--- src/hdl/wsb_pkg.sv ---
// Constants, field layouts and carrier types for the slot and burst sync block.
// Assumes a single 40 MHz core clock and channel time counted in 1 us ticks.
package wsb_pkg;

    // Clock and timing.
    localparam int CLK_NS = 25;
    localparam int CT_UNIT_NS = 1000;
    localparam int CT_UNIT_CYC = (CT_UNIT_NS + CLK_NS - 1) / CLK_NS;
    localparam int STREAM_IPG_NS = 1000;
    localparam int STREAM_IPG_CYC = (STREAM_IPG_NS + CLK_NS - 1) / CLK_NS;

    // Rates at or below this figure allow standard preambles only.
    localparam logic [9:0] RATE_STD_ONLY_MBPS = 10'h0C8;

    // Field values that mark the end-of-list allocation block.
    localparam logic [3:0] EOL_EP = 4'h0;
    localparam logic EOL_DIR = 1'b0;
    localparam logic EOL_SETUP = 1'b0;
    localparam logic [1:0] EOL_TYPE = 2'h0;
    localparam logic [7:0] BCAST_ID = 8'hFF;

    // Register offsets on the plain register port.
    localparam int ADDR_W = 8;
    localparam logic [7:0] REG_CTRL = 8'h00;
    localparam logic [7:0] REG_GUARD = 8'h04;
    localparam logic [7:0] REG_STATUS = 8'h08;
    localparam logic [7:0] REG_PCLK = 8'h0C;
    localparam logic [7:0] REG_SLOT = 8'h10;

    // Field positions and reset values.
    localparam int CTRL_EN_BIT = 0;
    localparam int CTRL_ID_LSB = 8;
    localparam int CTRL_RATE_LSB = 16;
    localparam int STAT_OK_BIT = 0;
    localparam int STAT_DIR_BIT = 1;
    localparam int STAT_TXW_BIT = 2;
    localparam int STAT_RXW_BIT = 3;
    localparam int STAT_TXB_LSB = 8;
    localparam int STAT_RXB_LSB = 16;
    localparam int SLOT_END_LSB = 16;
    localparam logic [15:0] GUARD_RST = 16'h0002;

    // One channel-time allocation block as the MMC parser hands it over.
    typedef struct packed {
        logic [3:0] ep;
        logic dir_in;
        logic setup;
        logic [1:0] btype;
        logic [7:0] dev_id;
        logic [15:0] start;
        logic [7:0] policy;
    } wsb_cta_t;

    // Register port request.
    typedef struct packed {
        logic [ADDR_W-1:0] addr;
        logic [31:0] wdata;
        logic we;
        logic re;
    } wsb_bus_req_t;

    typedef enum logic [1:0] {TX_IDLE, TX_BUSY, TX_IPG} wsb_tx_st_t;
    typedef enum logic [1:0] {MODE_NONE, MODE_DATA, MODE_HS} wsb_mode_t;

endpackage

--- src/hdl/wsb_slot_burst.sv ---
// Device-side slot timing and sliding-window burst sequencing for one endpoint.
// Assumes an MMC parser that strobes preamble start and allocation blocks in order.
//
// Overview of operation
// RULE1: First data packet of a burst always goes out with a standard preamble.
// RULE2: Consecutive data packets in a burst are spaced by the streaming gap.
// RULE3: At 200 Mb/s or below every burst packet uses a standard preamble.
// RULE4: Above 200 Mb/s the block follows the preamble policy pattern of its allocation.
// RULE5: The protocol clock restarts at zero on each MMC preamble start.
// RULE6: Host gives nextMMC and slot starts relative to the current MMC preamble.
// RULE7: Transmission starts exactly when the local clock reaches the slot start.
// RULE8: Receiver opens at least one guard time before the slot start.
// RULE9: Radio may idle between the MMC and the block's own slots.
// RULE10: No transmission before the local clock reaches the IN slot start.
// RULE11: Receiver may close at the next slot start unless that slot is ours.
// RULE12: Slot end comes from the start field of the following block.
// RULE13: The end-of-list block never counts as a real allocation.
// RULE14: End-of-list block has zero endpoint, direction, setup, type and broadcast ID.
// RULE15: Host places nextMMC enough after the end-of-list start, handling rollover.
// RULE16: One data phase carries data packets or one handshake, never both.
// RULE17: Sequence numbers go to data segments in strictly ascending order.
// RULE18: Received data leaves strictly in ascending sequence order.
// RULE19: Retries resend only unacknowledged packets with their original numbers.
// RULE20: The receiver returns its burst acknowledgement in every handshake phase.
// RULE21: At least max packet size times max burst of receive buffering.
// RULE22: Sequence numbers run from zero to max sequence minus one, then wrap.
// RULE23: Burst acknowledgement is a bit vector of the receive window.
// RULE24: A configuration event resets sequences and both windows to full burst.
// RULE25: Packets with sequence numbers outside the receive window are dropped.
// RULE26: Neither window ever spans more than the maximum burst size.
// RULE27: Protocol clock free-runs between MMCs and gates transmitter and receiver.
`timescale 1ns/10ps
`default_nettype none

module wsb_slot_burst
    import wsb_pkg::*;
#(
    parameter int MAX_BURST = 4,
    parameter int MAX_SEQ = 10,
    parameter int MAX_PKT_BYTES = 4
) (
    input wire logic core_clk_i,
    input wire logic rst_n_i,
    input wire wsb_bus_req_t bus_i,
    output logic [31:0] bus_rdata_o,
    input wire logic mmc_pre_i,
    input wire logic cta_valid_i,
    input wire wsb_cta_t cta_i,
    input wire logic cfg_evt_i,
    input wire logic tx_req_i,
    input wire logic tx_hs_i,
    input wire logic tx_done_i,
    output logic tx_go_o,
    output logic [$clog2(MAX_SEQ)-1:0] tx_seq_o,
    output logic tx_std_pre_o,
    output logic tx_hs_o,
    input wire logic ack_in_valid_i,
    input wire logic [MAX_SEQ-1:0] ack_in_i,
    input wire logic rx_pkt_valid_i,
    input wire logic [$clog2(MAX_SEQ)-1:0] rx_seq_i,
    input wire logic [8*MAX_PKT_BYTES-1:0] rx_data_i,
    output logic del_valid_o,
    output logic [$clog2(MAX_SEQ)-1:0] del_seq_o,
    output logic [8*MAX_PKT_BYTES-1:0] del_data_o,
    input wire logic hs_phase_i,
    output logic ack_valid_o,
    output logic [MAX_SEQ-1:0] ack_o,
    output logic tx_win_o,
    output logic rx_win_o,
    output logic radio_on_o
);

    localparam int SW = $clog2(MAX_SEQ);
    localparam int BW = $clog2(MAX_BURST);
    localparam int PW = $clog2(CT_UNIT_CYC + 1);
    localparam int PKT_W = 8 * MAX_PKT_BYTES;
    localparam logic [SW:0] NSEQ = (SW + 1)'(MAX_SEQ);
    localparam logic [BW:0] NBUR = (BW + 1)'(MAX_BURST);
    localparam logic [PW-1:0] PRE_MAX = PW'(CT_UNIT_CYC - 1);
    localparam logic [7:0] IPG_LOAD = 8'(STREAM_IPG_CYC - 3);

    // The window logic relies on these; refuse anything else at elaboration.
    if (MAX_SEQ < 2 * MAX_BURST || MAX_BURST < 2 || MAX_BURST > 8 || SW > 8
            || STREAM_IPG_CYC < 3 || STREAM_IPG_CYC > 255) begin : g_bad_cfg
        $error("wsb_slot_burst: unsupported burst, sequence or gap settings");
    end

    typedef struct packed {
        logic [PW-1:0] pre_cnt;
        logic [15:0] pclk;
        logic slot_ok;
        logic wait_end;
        logic [15:0] s_start;
        logic [15:0] s_end;
        logic s_dir;
        logic s_same;
        logic rx_seen;
        logic [7:0] s_policy;
        wsb_tx_st_t tx_st;
        wsb_mode_t mode;
        logic [7:0] ipg_cnt;
        logic [2:0] pkt_idx;
        logic tx_go;
        logic [SW-1:0] tx_seq;
        logic tx_std;
        logic tx_hs;
        logic [SW-1:0] tx_base;
        logic [MAX_SEQ-1:0] tx_pend;
        logic [SW-1:0] rx_base;
        logic [BW-1:0] rx_slot;
        logic [MAX_BURST-1:0] bval;
        logic [MAX_BURST-1:0][PKT_W-1:0] pbuf;
        logic del_valid;
        logic [SW-1:0] del_seq;
        logic [PKT_W-1:0] del_data;
        logic [MAX_SEQ-1:0] ack;
        logic ack_valid;
        logic en;
        logic [7:0] my_id;
        logic [9:0] rate;
        logic [15:0] guard;
        logic [31:0] rdata;
    } wsb_state_t;

    wsb_state_t q;
    wsb_state_t next_q;

    // Modulo arithmetic on sequence numbers, which need not be a power of two.
    function automatic logic [SW-1:0] seq_add(input logic [SW-1:0] a, input logic [SW:0] b);
        logic [SW:0] s;
        s = {1'b0, a} + b;
        if (s >= NSEQ) begin
            s = s - NSEQ;
        end
        return s[SW-1:0];
    endfunction

    function automatic logic [SW:0] seq_sub(input logic [SW-1:0] a, input logic [SW-1:0] b);
        logic [SW:0] s;
        s = {1'b0, a} + NSEQ - {1'b0, b};
        if (s >= NSEQ) begin
            s = s - NSEQ;
        end
        return s;
    endfunction

    function automatic logic [BW-1:0] slot_add(input logic [BW-1:0] a, input logic [SW:0] d);
        logic [SW+1:0] s;
        s = {2'b00, a} + {1'b0, d};
        if (s >= (SW + 2)'(MAX_BURST)) begin
            s = s - (SW + 2)'(MAX_BURST);
        end
        return s[BW-1:0];
    endfunction

    // Window of MAX_BURST consecutive numbers, so it can never grow wider.
    function automatic logic [MAX_SEQ-1:0] win_mask(input logic [SW-1:0] base);
        logic [MAX_SEQ-1:0] m;
        m = '0;
        for (int i = 0; i < MAX_BURST; i++) begin
            m[seq_add(base, (SW + 1)'(i))] = 1'b1; // RULE26
        end
        return m;
    endfunction

    // First set number at or after base, walking upward with wrap.
    function automatic logic [SW:0] first_set(input logic [SW-1:0] base,
                                              input logic [MAX_SEQ-1:0] m);
        logic [SW:0] r;
        logic [SW-1:0] s;
        r = '0;
        for (int i = MAX_SEQ - 1; i >= 0; i--) begin
            s = seq_add(base, (SW + 1)'(i));
            if (m[s]) begin
                r = {1'b1, s};
            end
        end
        return r;
    endfunction

    function automatic logic is_eol(input wsb_cta_t c);
        return c.ep == EOL_EP && c.dir_in == EOL_DIR && c.setup == EOL_SETUP
            && c.btype == EOL_TYPE && c.dev_id == BCAST_ID; // RULE14
    endfunction

    logic [15:0] slot_len;
    logic [15:0] rx_open;
    logic in_rx_span;
    logic tx_win;
    logic rx_win;
    logic fast;
    logic [SW:0] pick;
    logic [SW:0] ack_pick;
    logic [SW:0] rx_dist;
    logic [BW-1:0] rx_idx;
    logic [MAX_SEQ-1:0] got;

    // Slot windows: wrap-safe differences keep channel-time rollover harmless.
    always_comb begin
        slot_len = q.s_end - q.s_start; // RULE12
        rx_open = q.s_start - q.guard;
        in_rx_span = (q.pclk - rx_open) < (slot_len + q.guard); // RULE8
        tx_win = q.slot_ok && q.s_dir && (q.pclk - q.s_start) < slot_len; // RULE7 RULE10
        rx_win = q.slot_ok && !q.s_dir && (in_rx_span || (q.s_same && q.rx_seen)); // RULE11
        fast = q.rate > RATE_STD_ONLY_MBPS;
        pick = first_set(q.tx_base, q.tx_pend);
        ack_pick = first_set(q.tx_base, ack_in_i);
        rx_dist = seq_sub(rx_seq_i, q.rx_base);
        rx_idx = slot_add(q.rx_slot, rx_dist);
        got = '0;
        for (int i = 0; i < MAX_BURST; i++) begin
            got[seq_add(q.rx_base, (SW + 1)'(i))] = q.bval[slot_add(q.rx_slot, (SW + 1)'(i))];
        end
    end

    // Next-state logic for the whole block.
    always_comb begin
        next_q = q;
        next_q.tx_go = 1'b0;
        next_q.del_valid = 1'b0;
        next_q.ack_valid = 1'b0;
        next_q.rdata = '0;

        // Register port: writes take effect next edge, reads answer one cycle later.
        if (bus_i.we) begin
            if (bus_i.addr == REG_CTRL) begin
                next_q.en = bus_i.wdata[CTRL_EN_BIT];
                next_q.my_id = bus_i.wdata[CTRL_ID_LSB +: 8];
                next_q.rate = bus_i.wdata[CTRL_RATE_LSB +: 10];
            end else if (bus_i.addr == REG_GUARD) begin
                next_q.guard = bus_i.wdata[15:0];
            end
        end
        if (bus_i.re) begin
            if (bus_i.addr == REG_CTRL) begin
                next_q.rdata[CTRL_EN_BIT] = q.en;
                next_q.rdata[CTRL_ID_LSB +: 8] = q.my_id;
                next_q.rdata[CTRL_RATE_LSB +: 10] = q.rate;
            end else if (bus_i.addr == REG_GUARD) begin
                next_q.rdata[15:0] = q.guard;
            end else if (bus_i.addr == REG_STATUS) begin
                next_q.rdata[STAT_OK_BIT] = q.slot_ok;
                next_q.rdata[STAT_DIR_BIT] = q.s_dir;
                next_q.rdata[STAT_TXW_BIT] = tx_win;
                next_q.rdata[STAT_RXW_BIT] = rx_win;
                next_q.rdata[STAT_TXB_LSB +: SW] = q.tx_base;
                next_q.rdata[STAT_RXB_LSB +: SW] = q.rx_base;
            end else if (bus_i.addr == REG_PCLK) begin
                next_q.rdata[15:0] = q.pclk;
            end else if (bus_i.addr == REG_SLOT) begin
                next_q.rdata[15:0] = q.s_start;
                next_q.rdata[SLOT_END_LSB +: 16] = q.s_end;
            end
        end

        // Protocol clock: zeroed at each MMC preamble, free-running otherwise.
        if (mmc_pre_i) begin
            next_q.pclk = '0; // RULE5
            next_q.pre_cnt = '0;
            next_q.slot_ok = 1'b0;
            next_q.wait_end = 1'b0;
            next_q.rx_seen = 1'b0;
            next_q.mode = MODE_NONE;
            next_q.pkt_idx = '0;
        end else if (q.pre_cnt == PRE_MAX) begin
            next_q.pre_cnt = '0;
            next_q.pclk = q.pclk + 16'h0001; // RULE27
        end else begin
            next_q.pre_cnt = q.pre_cnt + PW'(1);
        end
        if (in_rx_span && q.slot_ok) begin
            next_q.rx_seen = 1'b1;
        end

        // Allocation list: only the first own block per MMC is tracked.
        if (cta_valid_i && !mmc_pre_i) begin
            if (q.wait_end) begin
                next_q.s_end = cta_i.start; // RULE12
                next_q.s_same = !is_eol(cta_i) && cta_i.dev_id == q.my_id;
                next_q.wait_end = 1'b0;
                next_q.slot_ok = 1'b1;
            end else if (!is_eol(cta_i) && cta_i.dev_id == q.my_id && !q.slot_ok) begin
                next_q.s_start = cta_i.start; // RULE13
                next_q.s_dir = cta_i.dir_in;
                next_q.s_policy = cta_i.policy;
                next_q.wait_end = 1'b1;
            end
        end

        // Transmit sequencing: grants, preamble choice and the streaming gap.
        case (q.tx_st)
            TX_IDLE: begin
                if (tx_req_i && tx_win && q.en) begin
                    if (tx_hs_i) begin
                        if (q.mode == MODE_NONE) begin
                            next_q.tx_go = 1'b1; // RULE16
                            next_q.tx_hs = 1'b1;
                            next_q.tx_std = 1'b1;
                            next_q.mode = MODE_HS;
                            next_q.tx_st = TX_BUSY;
                        end
                    end else if (q.mode != MODE_HS && pick[SW]) begin
                        next_q.tx_go = 1'b1; // RULE16
                        next_q.tx_hs = 1'b0;
                        next_q.tx_seq = pick[SW-1:0]; // RULE17 RULE22
                        next_q.tx_std = q.pkt_idx == 3'h0 // RULE1
                            || !fast // RULE3
                            || !q.s_policy[q.pkt_idx]; // RULE4
                        next_q.tx_pend[pick[SW-1:0]] = 1'b0;
                        next_q.mode = MODE_DATA;
                        if (q.pkt_idx != 3'h7) begin
                            next_q.pkt_idx = q.pkt_idx + 3'h1;
                        end
                        next_q.tx_st = TX_BUSY;
                    end
                end
            end
            TX_BUSY: begin
                if (tx_done_i) begin
                    next_q.ipg_cnt = IPG_LOAD; // RULE2
                    next_q.tx_st = TX_IPG;
                end
            end
            default: begin
                if (q.ipg_cnt == 8'h00) begin
                    next_q.tx_st = TX_IDLE;
                end else begin
                    next_q.ipg_cnt = q.ipg_cnt - 8'h01;
                end
            end
        endcase

        // Acknowledgement from the far receiver: resend only what it still wants.
        if (ack_in_valid_i && ack_pick[SW]) begin
            next_q.tx_base = ack_pick[SW-1:0]; // RULE19
            next_q.tx_pend = ack_in_i & win_mask(ack_pick[SW-1:0]); // RULE26
        end

        // Receive: store in-window packets, release them in order.
        if (rx_pkt_valid_i && rx_win && q.en && rx_dist < (SW + 1)'(MAX_BURST)) begin
            if (!q.bval[rx_idx]) begin
                next_q.bval[rx_idx] = 1'b1; // RULE25 RULE21
                next_q.pbuf[rx_idx] = rx_data_i;
            end
        end
        if (q.bval[q.rx_slot]) begin
            next_q.del_valid = 1'b1; // RULE18
            next_q.del_seq = q.rx_base;
            next_q.del_data = q.pbuf[q.rx_slot];
            next_q.bval[q.rx_slot] = 1'b0;
            next_q.rx_base = seq_add(q.rx_base, (SW + 1)'(1)); // RULE22
            next_q.rx_slot = slot_add(q.rx_slot, (SW + 1)'(1));
        end
        next_q.ack = win_mask(q.rx_base) & ~got; // RULE23
        if (hs_phase_i) begin
            next_q.ack_valid = 1'b1; // RULE20
        end

        // Configuration event restarts numbering and opens full windows.
        if (cfg_evt_i) begin
            next_q.tx_base = '0; // RULE24
            next_q.rx_base = '0;
            next_q.rx_slot = '0;
            next_q.bval = '0;
            next_q.tx_pend = win_mask('0);
        end

        // Synchronous reset; the transmit window starts full as after a configuration.
        if (!rst_n_i) begin
            next_q = '0;
            next_q.guard = GUARD_RST;
            next_q.tx_pend = win_mask('0);
        end
    end

    always_ff @(posedge core_clk_i) begin
        q <= next_q;
    end

    // Outputs; the radio is powered only while one of the windows is open.
    assign bus_rdata_o = q.rdata;
    assign tx_go_o = q.tx_go;
    assign tx_seq_o = q.tx_seq;
    assign tx_std_pre_o = q.tx_std;
    assign tx_hs_o = q.tx_hs;
    assign del_valid_o = q.del_valid;
    assign del_seq_o = q.del_seq;
    assign del_data_o = q.del_data;
    assign ack_valid_o = q.ack_valid;
    assign ack_o = q.ack;
    assign tx_win_o = tx_win;
    assign rx_win_o = rx_win;
    assign radio_on_o = tx_win | rx_win; // RULE9

    // Cycles since the last packet ended, saturating; read only by the checks.
    logic [8:0] gap;
    always_ff @(posedge core_clk_i) begin
        if (!rst_n_i || tx_done_i) begin
            gap <= 9'h000;
        end else if (gap != 9'h1FF) begin
            gap <= gap + 9'h001;
        end
    end
endmodule

`default_nettype wire

--- config.mk ---
export PLATFORM = sky130hd
export DESIGN_NAME = wsb_slot_burst
export DESIGN_NICKNAME = d
export VERILOG_FILES = /design/src/hdl/wsb_pkg.sv /design/src/hdl/wsb_slot_burst.sv
export SDC_FILE = /design/constraint.sdc
export NUM_CORES = 1
export LEC_CHECK = 0
export ABC_AREA = 0
export BUFFER_PORTS_ARGS = -buffer_cell sky130_fd_sc_hd__buf_2
export CAP_MARGIN = 15
export CORE_MARGIN = 2
export CORE_UTILIZATION = 25
export DETAILED_ROUTE_END_ITERATION = 16
export SYNTH_ARGS = -nofsm -noshare
export SYNTH_HDL_FRONTEND = slang
export SYNTH_SLANG_ARGS = --single-unit
--- constraint.sdc ---
create_clock -name core_clk_i -period 9 [get_ports core_clk_i]
set_input_delay 2.7 -clock core_clk_i [delete_from_list [all_inputs] [get_ports core_clk_i]]
set_output_delay 2.7 -clock core_clk_i [all_outputs]
set_load 0.005 [all_outputs]
==> flow_summary.json, run 1 <==
{
  "crit_top_cell": "a21oi_2",
  "finalCritPeriodShare_pct": 96.4,
  "path_class": "flip-flop to output port",
  "peakVddDrop_mv": 0.147,
  "grt_overflow_total": 0,
  "async_flop_share_pct": 0,
  "r2r_cells": 35,
  "worstSetupStartpointType": "flip-flop",
  "ys_warn_count": 0,
  "layout-drive-gt1-share_pct": 16.1,
  "path_clk_slew_ps": 60,
  "cts.sink_count": 356,
  "vias": 22900,
  "p_per_area_nw_per_um2": 157,
  "rr_startpoint": "q[300]$_SDFFE_PN0P_",
  "wl_met2_mm": 37.0,
  "antenna_found_initial": 33,
  "netlist_instances": 3072,
  "hold_path_class": "flip-flop to flip-flop",
  "whs_ps": 454,
  "synth-seq-cells": 356,
  "syn_nets": 3386,
  "grt_usage_pct": 15.9,
  "core_area_um2": 99900,
  "top_layer_used": "met5",
  "start_util_pct": 25.2,
  "worst_slack_ps": 320,
  "std_cell_rows": 116,
  "critical_path_required_ps": 6300,
  "outcome": "complete, no violations",
  "fp.dieH_um": 321,
  "leakagePower_uw": 0.0108,
  "slew_headroom_pct": 15.8,
  "crit_arrival_ps": 5980,
  "cts.path.max_buffers": 3,
  "grt_max_degree": 122,
  "drv_slew": 0,
  "finalClockSkew_ps": 51.6,
  "syn2layout_area_growth_pct": 14.2,
  "wirelength_mm": 85.5,
  "seq_area_frac_synth_pct": 28.4,
  "synth_edf_count": 0,
  "cpMaxStageDelayCell": "ha_1",
  "finalInstanceArea_um2": 28700,
  "min_period_ps": 8680,
  "io_pins": 229,
  "cts_buffers": 42,
  "drt-initial-drc-count": 1938,
  "drc": 0,
  "critPathMaxFanout": 5,
  "grt_pass1_wl_mm": 129,
  "synth_area_per_cell_um2": 8.18,
  "r2r_setup_slack_ps": 1870,
  "routedLengthMet1_mm": 38.2,
  "die_w_um": 321,
  "portBuffers": 222,
  "ys_types": 94,
  "clk_latency_ps": 620,
  "worst_pin_slew_ps": 1250,
  "htree_levels": 2,
  "clock.fmax_mhz": 115,
  "cts_tree": "done",
  "tns_ps": 0,
  "hold_violations": 0,
  "postRouteAntennaNets": 0,
  "syn_area_um2": 25100,
  "dieArea_um2": 103000,
  "placed_area_um2": 27000,
  "ys.flop_type": "dfxtp_1",
  "cp_slowest_stage_delay_ps": 380,
  "setup_viol": 0,
  "place_ws_ps": 420,
  "dp_hpwl_mm": 64.0,
  "wl_met3_mm": 8.31,
  "firstDrtPassIters": 6,
  "grt_pass1_vias": 21300,
  "endpoint_kind": "output port",
  "holdBufCountCts": 0,
  "layout.nets": 3461,
  "hold_depth": 2,
  "gp_congestion": 0.953,
  "p_total_uw": 4510,
  "wl_per_cell_um": 19.1,
  "cts-root-buf": "clkbuf_16",
  "max-cap-violations": 0,
  "via_per_inst": 5.12
}
cells in the mapped netlist (all sizes together) (28+ instances only):
| cell type | number | share of area, % |
|---|---|---|
| a22oi | 29 | 0.87 |
| o21ai | 206 | 4.1 |
| xnor2 | 87 | 3.2 |
| xor2 | 39 | 1.4 |
| nor2b | 52 | 1.3 |
| mux4 | 57 | 5.1 |
| nor3 | 56 | 1.2 |
| buf | 118 | 3.2 |
| nand2b | 32 | 0.80 |
| a21oi | 136 | 2.7 |
| a211oi | 28 | 0.86 |
| nand3 | 191 | 3.8 |
| clkbuf | 129 | 1.9 |
| ha | 155 | 7.7 |
| nor2 | 138 | 2.1 |
| dfxtp | 356 | 28 |
| a21o | 38 | 1.1 |
| nand2 | 395 | 5.9 |
| mux2i | 63 | 2.5 |
| inv | 191 | 2.9 |
| a21boi | 94 | 2.8 |
per-stage QoR:
step	util, %	instances
5_1_grt	28.7	4481
3_3_place_gp	27.0	4389
2_1_floorplan	-	3072
3_5_place_dp	27.0	4389
4_1_cts	28.6	4468
6_report	28.7	4484
layer usage:
layer  track usage (%)  up-vias
li1                  -    11100
met2              24.6      857
met5                 0        -
met1              21.6    10800
met3              5.09      140
met4              3.44       38
worst max-delay path: cells and delay by family (launching register included):
kind / cells / cell delay [ps]
AOI/OAI and AO/OA: 18 / 3030
adders and majority gates: 4 / 1150
buffers and inverters: 5 / 390
and+or+nand+nor: 2 / 350
DFF: 1 / 330
xor gates and xnor gates: 1 / 110
layout make-up:
| cell class | instances | area, µm² |
|---|---|---|
| clock inverters | 23 | 345 |
| multi-input cells | 2277 | 16100 |
| repair buffers | 278 | 1550 |
| flip-flops and latches | 356 | 7130 |
| inverters | 192 | 721 |
| clock buffers | 54 | 1170 |
| diodes | 6 | 15.0 |
| fillers | 10800 | 71200 |
| well taps | 1298 | 1620 |
repair_timing:
| action | CTS | global route |
|---|---|---|
| gates resized for setup | 3 | 31 |
| endpoints found under the hold margin | 0 | 0 |
| buffers inserted | 2 | 10 |
| pin swaps | 3 | 24 |
| setup endpoints to repair | 2 | 2 |
| cloned | 0 | 0 |
worst max-delay path by stage:
| stage | startpoint | end | slack [ps] | cells past startpoint |
|---|---|---|---|---|
| 6_report | q[300]$_SDFFE_PN0P_ | radio_on_o | 320 | 30 |
| 5_1_grt | q[300]$_SDFFE_PN0P_ | radio_on_o | -50 | 31 |
| 4_1_cts | q[316]$_SDFFE_PN0P_ | radio_on_o | 8 | 30 |
| 3_5_place_dp | q[316]$_SDFFE_PN0P_ | radio_on_o | 420 | 30 |
| 3_3_place_gp | q[316]$_SDFFE_PN0P_ | radio_on_o | 380 | 30 |
| 2_1_floorplan | q[316]$_SDFFE_PN0P_ | radio_on_o | 1210 | 25 |
cells by family after synthesis:
family | synth area share (%)
and+or+nand+nor | 20.2
AOI/OAI and AO/OA | 20.9
buffers and inverters | 7.95
DFF | 28.4
adders and majority gates | 9.32
muxes | 8.67
xor gates and xnor gates | 4.53
placed cells by master (no fill, tap or decap), drive strengths merged, types with 29 or more instances in the layout:
cell    Yosys  layout
xor2       39      39
a22oi      29      29
nand3     191     191
nand2b     32      32
xnor2      87      87
nand2     395     395
nor3       56      56
a21boi     94      94
ha        155     155
buf       118     278
mux4       57      57
a21oi     136     136
nor2b      52      52
o21ai     206     206
nor2      138     138
inv       191     195
clkbuf    129      54
mux2i      63      63
a21o       38      38
dfxtp     356     356
where the power goes:
group          internal [µW]  switching, µW  leakage (µW)
clock                   1080            781      0.000734
sequential              1580           11.9       0.00287
combinational            389            663       0.00715
(Power assumes the default switching activity.)
==> run 2: changes to the inputs <==
==> constraint.sdc (replaced) <==
create_clock -name core_clk_i -period 9.4 [get_ports core_clk_i]
set_input_delay 2.82 -clock core_clk_i [delete_from_list [all_inputs] [get_ports core_clk_i]]
set_output_delay 2.82 -clock core_clk_i [all_outputs]
set_load 0.005 [all_outputs]
==> run 2 against run 1 <==
Flip-flop and latch count is the same; via count decreased by 0.28%; sequential power decreased by 4%; first-iteration DRC count rose by 1.0%; critical path depth unchanged; count of clock-buffer cells in the layout shrank 4; largest cell class unchanged; largest power group unchanged.
==> flow_summary.json, run 2 (synthesized netlist as in run 1, its figures left out) <==
{
  "dp_hpwl_mm": 64.0,
  "crit_arrival_ps": 6220,
  "via_per_inst": 5.12,
  "cts.sink_count": 356,
  "clock.fmax_mhz": 111,
  "leakagePower_uw": 0.0106,
  "std_cell_rows": 116,
  "setup_viol": 0,
  "crit_top_cell": "a21oi_2",
  "finalCritPeriodShare_pct": 96.1,
  "finalClockSkew_ps": 22.1,
  "htree_levels": 2,
  "portBuffers": 222,
  "clk_latency_ps": 600,
  "critical_path_required_ps": 6580,
  "holdBufCountCts": 0,
  "critPathMaxFanout": 5,
  "cts_tree": "done",
  "io_pins": 229,
  "grt_max_degree": 227,
  "antenna_found_initial": 32,
  "cts_buffers": 40,
  "finalNonFillerCells": 4465,
  "die_w_um": 321,
  "path_class": "flip-flop to output port",
  "worst_pin_slew_ps": 1130,
  "hold_violations": 0,
  "grt_pass1_wl_mm": 131,
  "cts.path.max_buffers": 3,
  "regArea_um2": 7130,
  "gp_congestion": 0.960,
  "layout.nets": 3444,
  "p_per_area_nw_per_um2": 148,
  "grt_pass1_vias": 21500,
  "slew_headroom_pct": 23.9,
  "place_ws_ps": 682,
  "start_util_pct": 25.2,
  "peakVddDrop_mv": 0.137,
  "grt_usage_pct": 16.2,
  "drc": 0,
  "mostFrequentLayoutCells": "nand2_1, dfxtp_1, buf_2",
  "drv_slew": 0,
  "max-cap-violations": 0,
  "layout-drive-gt1-share_pct": 15.0,
  "drt-initial-drc-count": 1958,
  "wirelength_mm": 86.3,
  "mostFrequentLayoutCell": "nand2_1",
  "dpl.cell_count": 4385,
  "wl_per_cell_um": 19.3,
  "min_period_ps": 9040,
  "cpMaxStageDelayCell": "fa_1",
  "tns_ps": 0,
  "vias": 22900,
  "path_clk_slew_ps": 60,
  "endpoint_kind": "output port",
  "fp.dieH_um": 321,
  "worstSetupStartpointType": "flip-flop",
  "postRouteAntennaNets": 0,
  "cp_slowest_stage_delay_ps": 430,
  "outcome": "complete, no violations",
  "worst_slack_ps": 363,
  "core_area_um2": 99900,
  "cts-root-buf": "clkbuf_16",
  "fill_cells": 10800,
  "grt_overflow_total": 0,
  "firstDrtPassIters": 6,
  "multi_input_area_um2": 16100,
  "dieArea_um2": 103000,
  "hold_path_class": "flip-flop to flip-flop",
  "syn2layout_area_growth_pct": 13.0
}
[run 2: per-layer routing]
layer	global-route usage (%)	routed length, µm	part of all wire [%]
met1	22.2	39000	45
met2	24.8	36600	42
met3	4.85	8360	9.7
met4	4.04	2070	2.4
met5	0	218	0.25
[run 2: worst max-delay path, delay by kind of cell, from the launching register on]
family / cells / cell delay, ps
AO/OA/AOI/OAI: 20 / 3390
flip-flops: 1 / 400
adder cells (fa/ha/maj): 4 / 1200
XOR/XNOR: 1 / 150
AND/OR/NAND/NOR: 2 / 220
buffers and inverters: 3 / 290
[run 2: layout make-up]
class | instances | area share, %
flip-flops and latches | 356 | 25.1
inverters | 192 | 2.54
multi-input cells | 2277 | 56.6
diodes | 7 | 0.0617
repair buffers | 263 | 5.12
clock inverters | 22 | 0.935
clock buffers | 50 | 3.84
well taps | 1298 | 5.72
[run 2: path summary, 6_finish.rpt]
| check | from | end | slack [ps] | cells past startpoint |
|---|---|---|---|---|
| max reg2reg | q[263]$_SDFFE_PP0P_ | q[254]$_SDFFE_PP1P_ | 2030 | 25 |
| min reg2reg | del_data_o[6]$_SDFFE_PN0P_ | del_data_o[6]$_SDFFE_PN0P_ | 450 | 2 |
| min | del_data_o[6]$_SDFFE_PN0P_ | del_data_o[6]$_SDFFE_PN0P_ | 450 | 2 |
| max | q[316]$_SDFFE_PN0P_ | radio_on_o | 360 | 30 |
[run 2: timing repair]
| item | CTS | global route |
|---|---|---|
| pin swaps | 0 | 2 |
| gates resized for setup | 1 | 9 |
| buffers inserted | 0 | 1 |
| endpoints found under the setup margin | 1 | 2 |
[run 2: through the flow]
stage / total power, µW / area, µm² / hold slack, ps / util [%]
floorplan: 2260 / 25100 / 433 / -
global placement: 2540 / 27000 / 442 / 27.0
detailed placement: 2550 / 27000 / 448 / 27.0
CTS: 4220 / 28300 / 456 / 28.4
global route: 4380 / 28400 / 471 / 28.4
finish: 4190 / 28400 / 452 / 28.4
[run 2: power by group]
group          switching (µW)  total, µW  leakage [µW]  internal (µW)
Clock                     727       1650      0.000651            920
Sequential               11.3       1530       0.00287           1520
Combinational             645       1020       0.00708            372
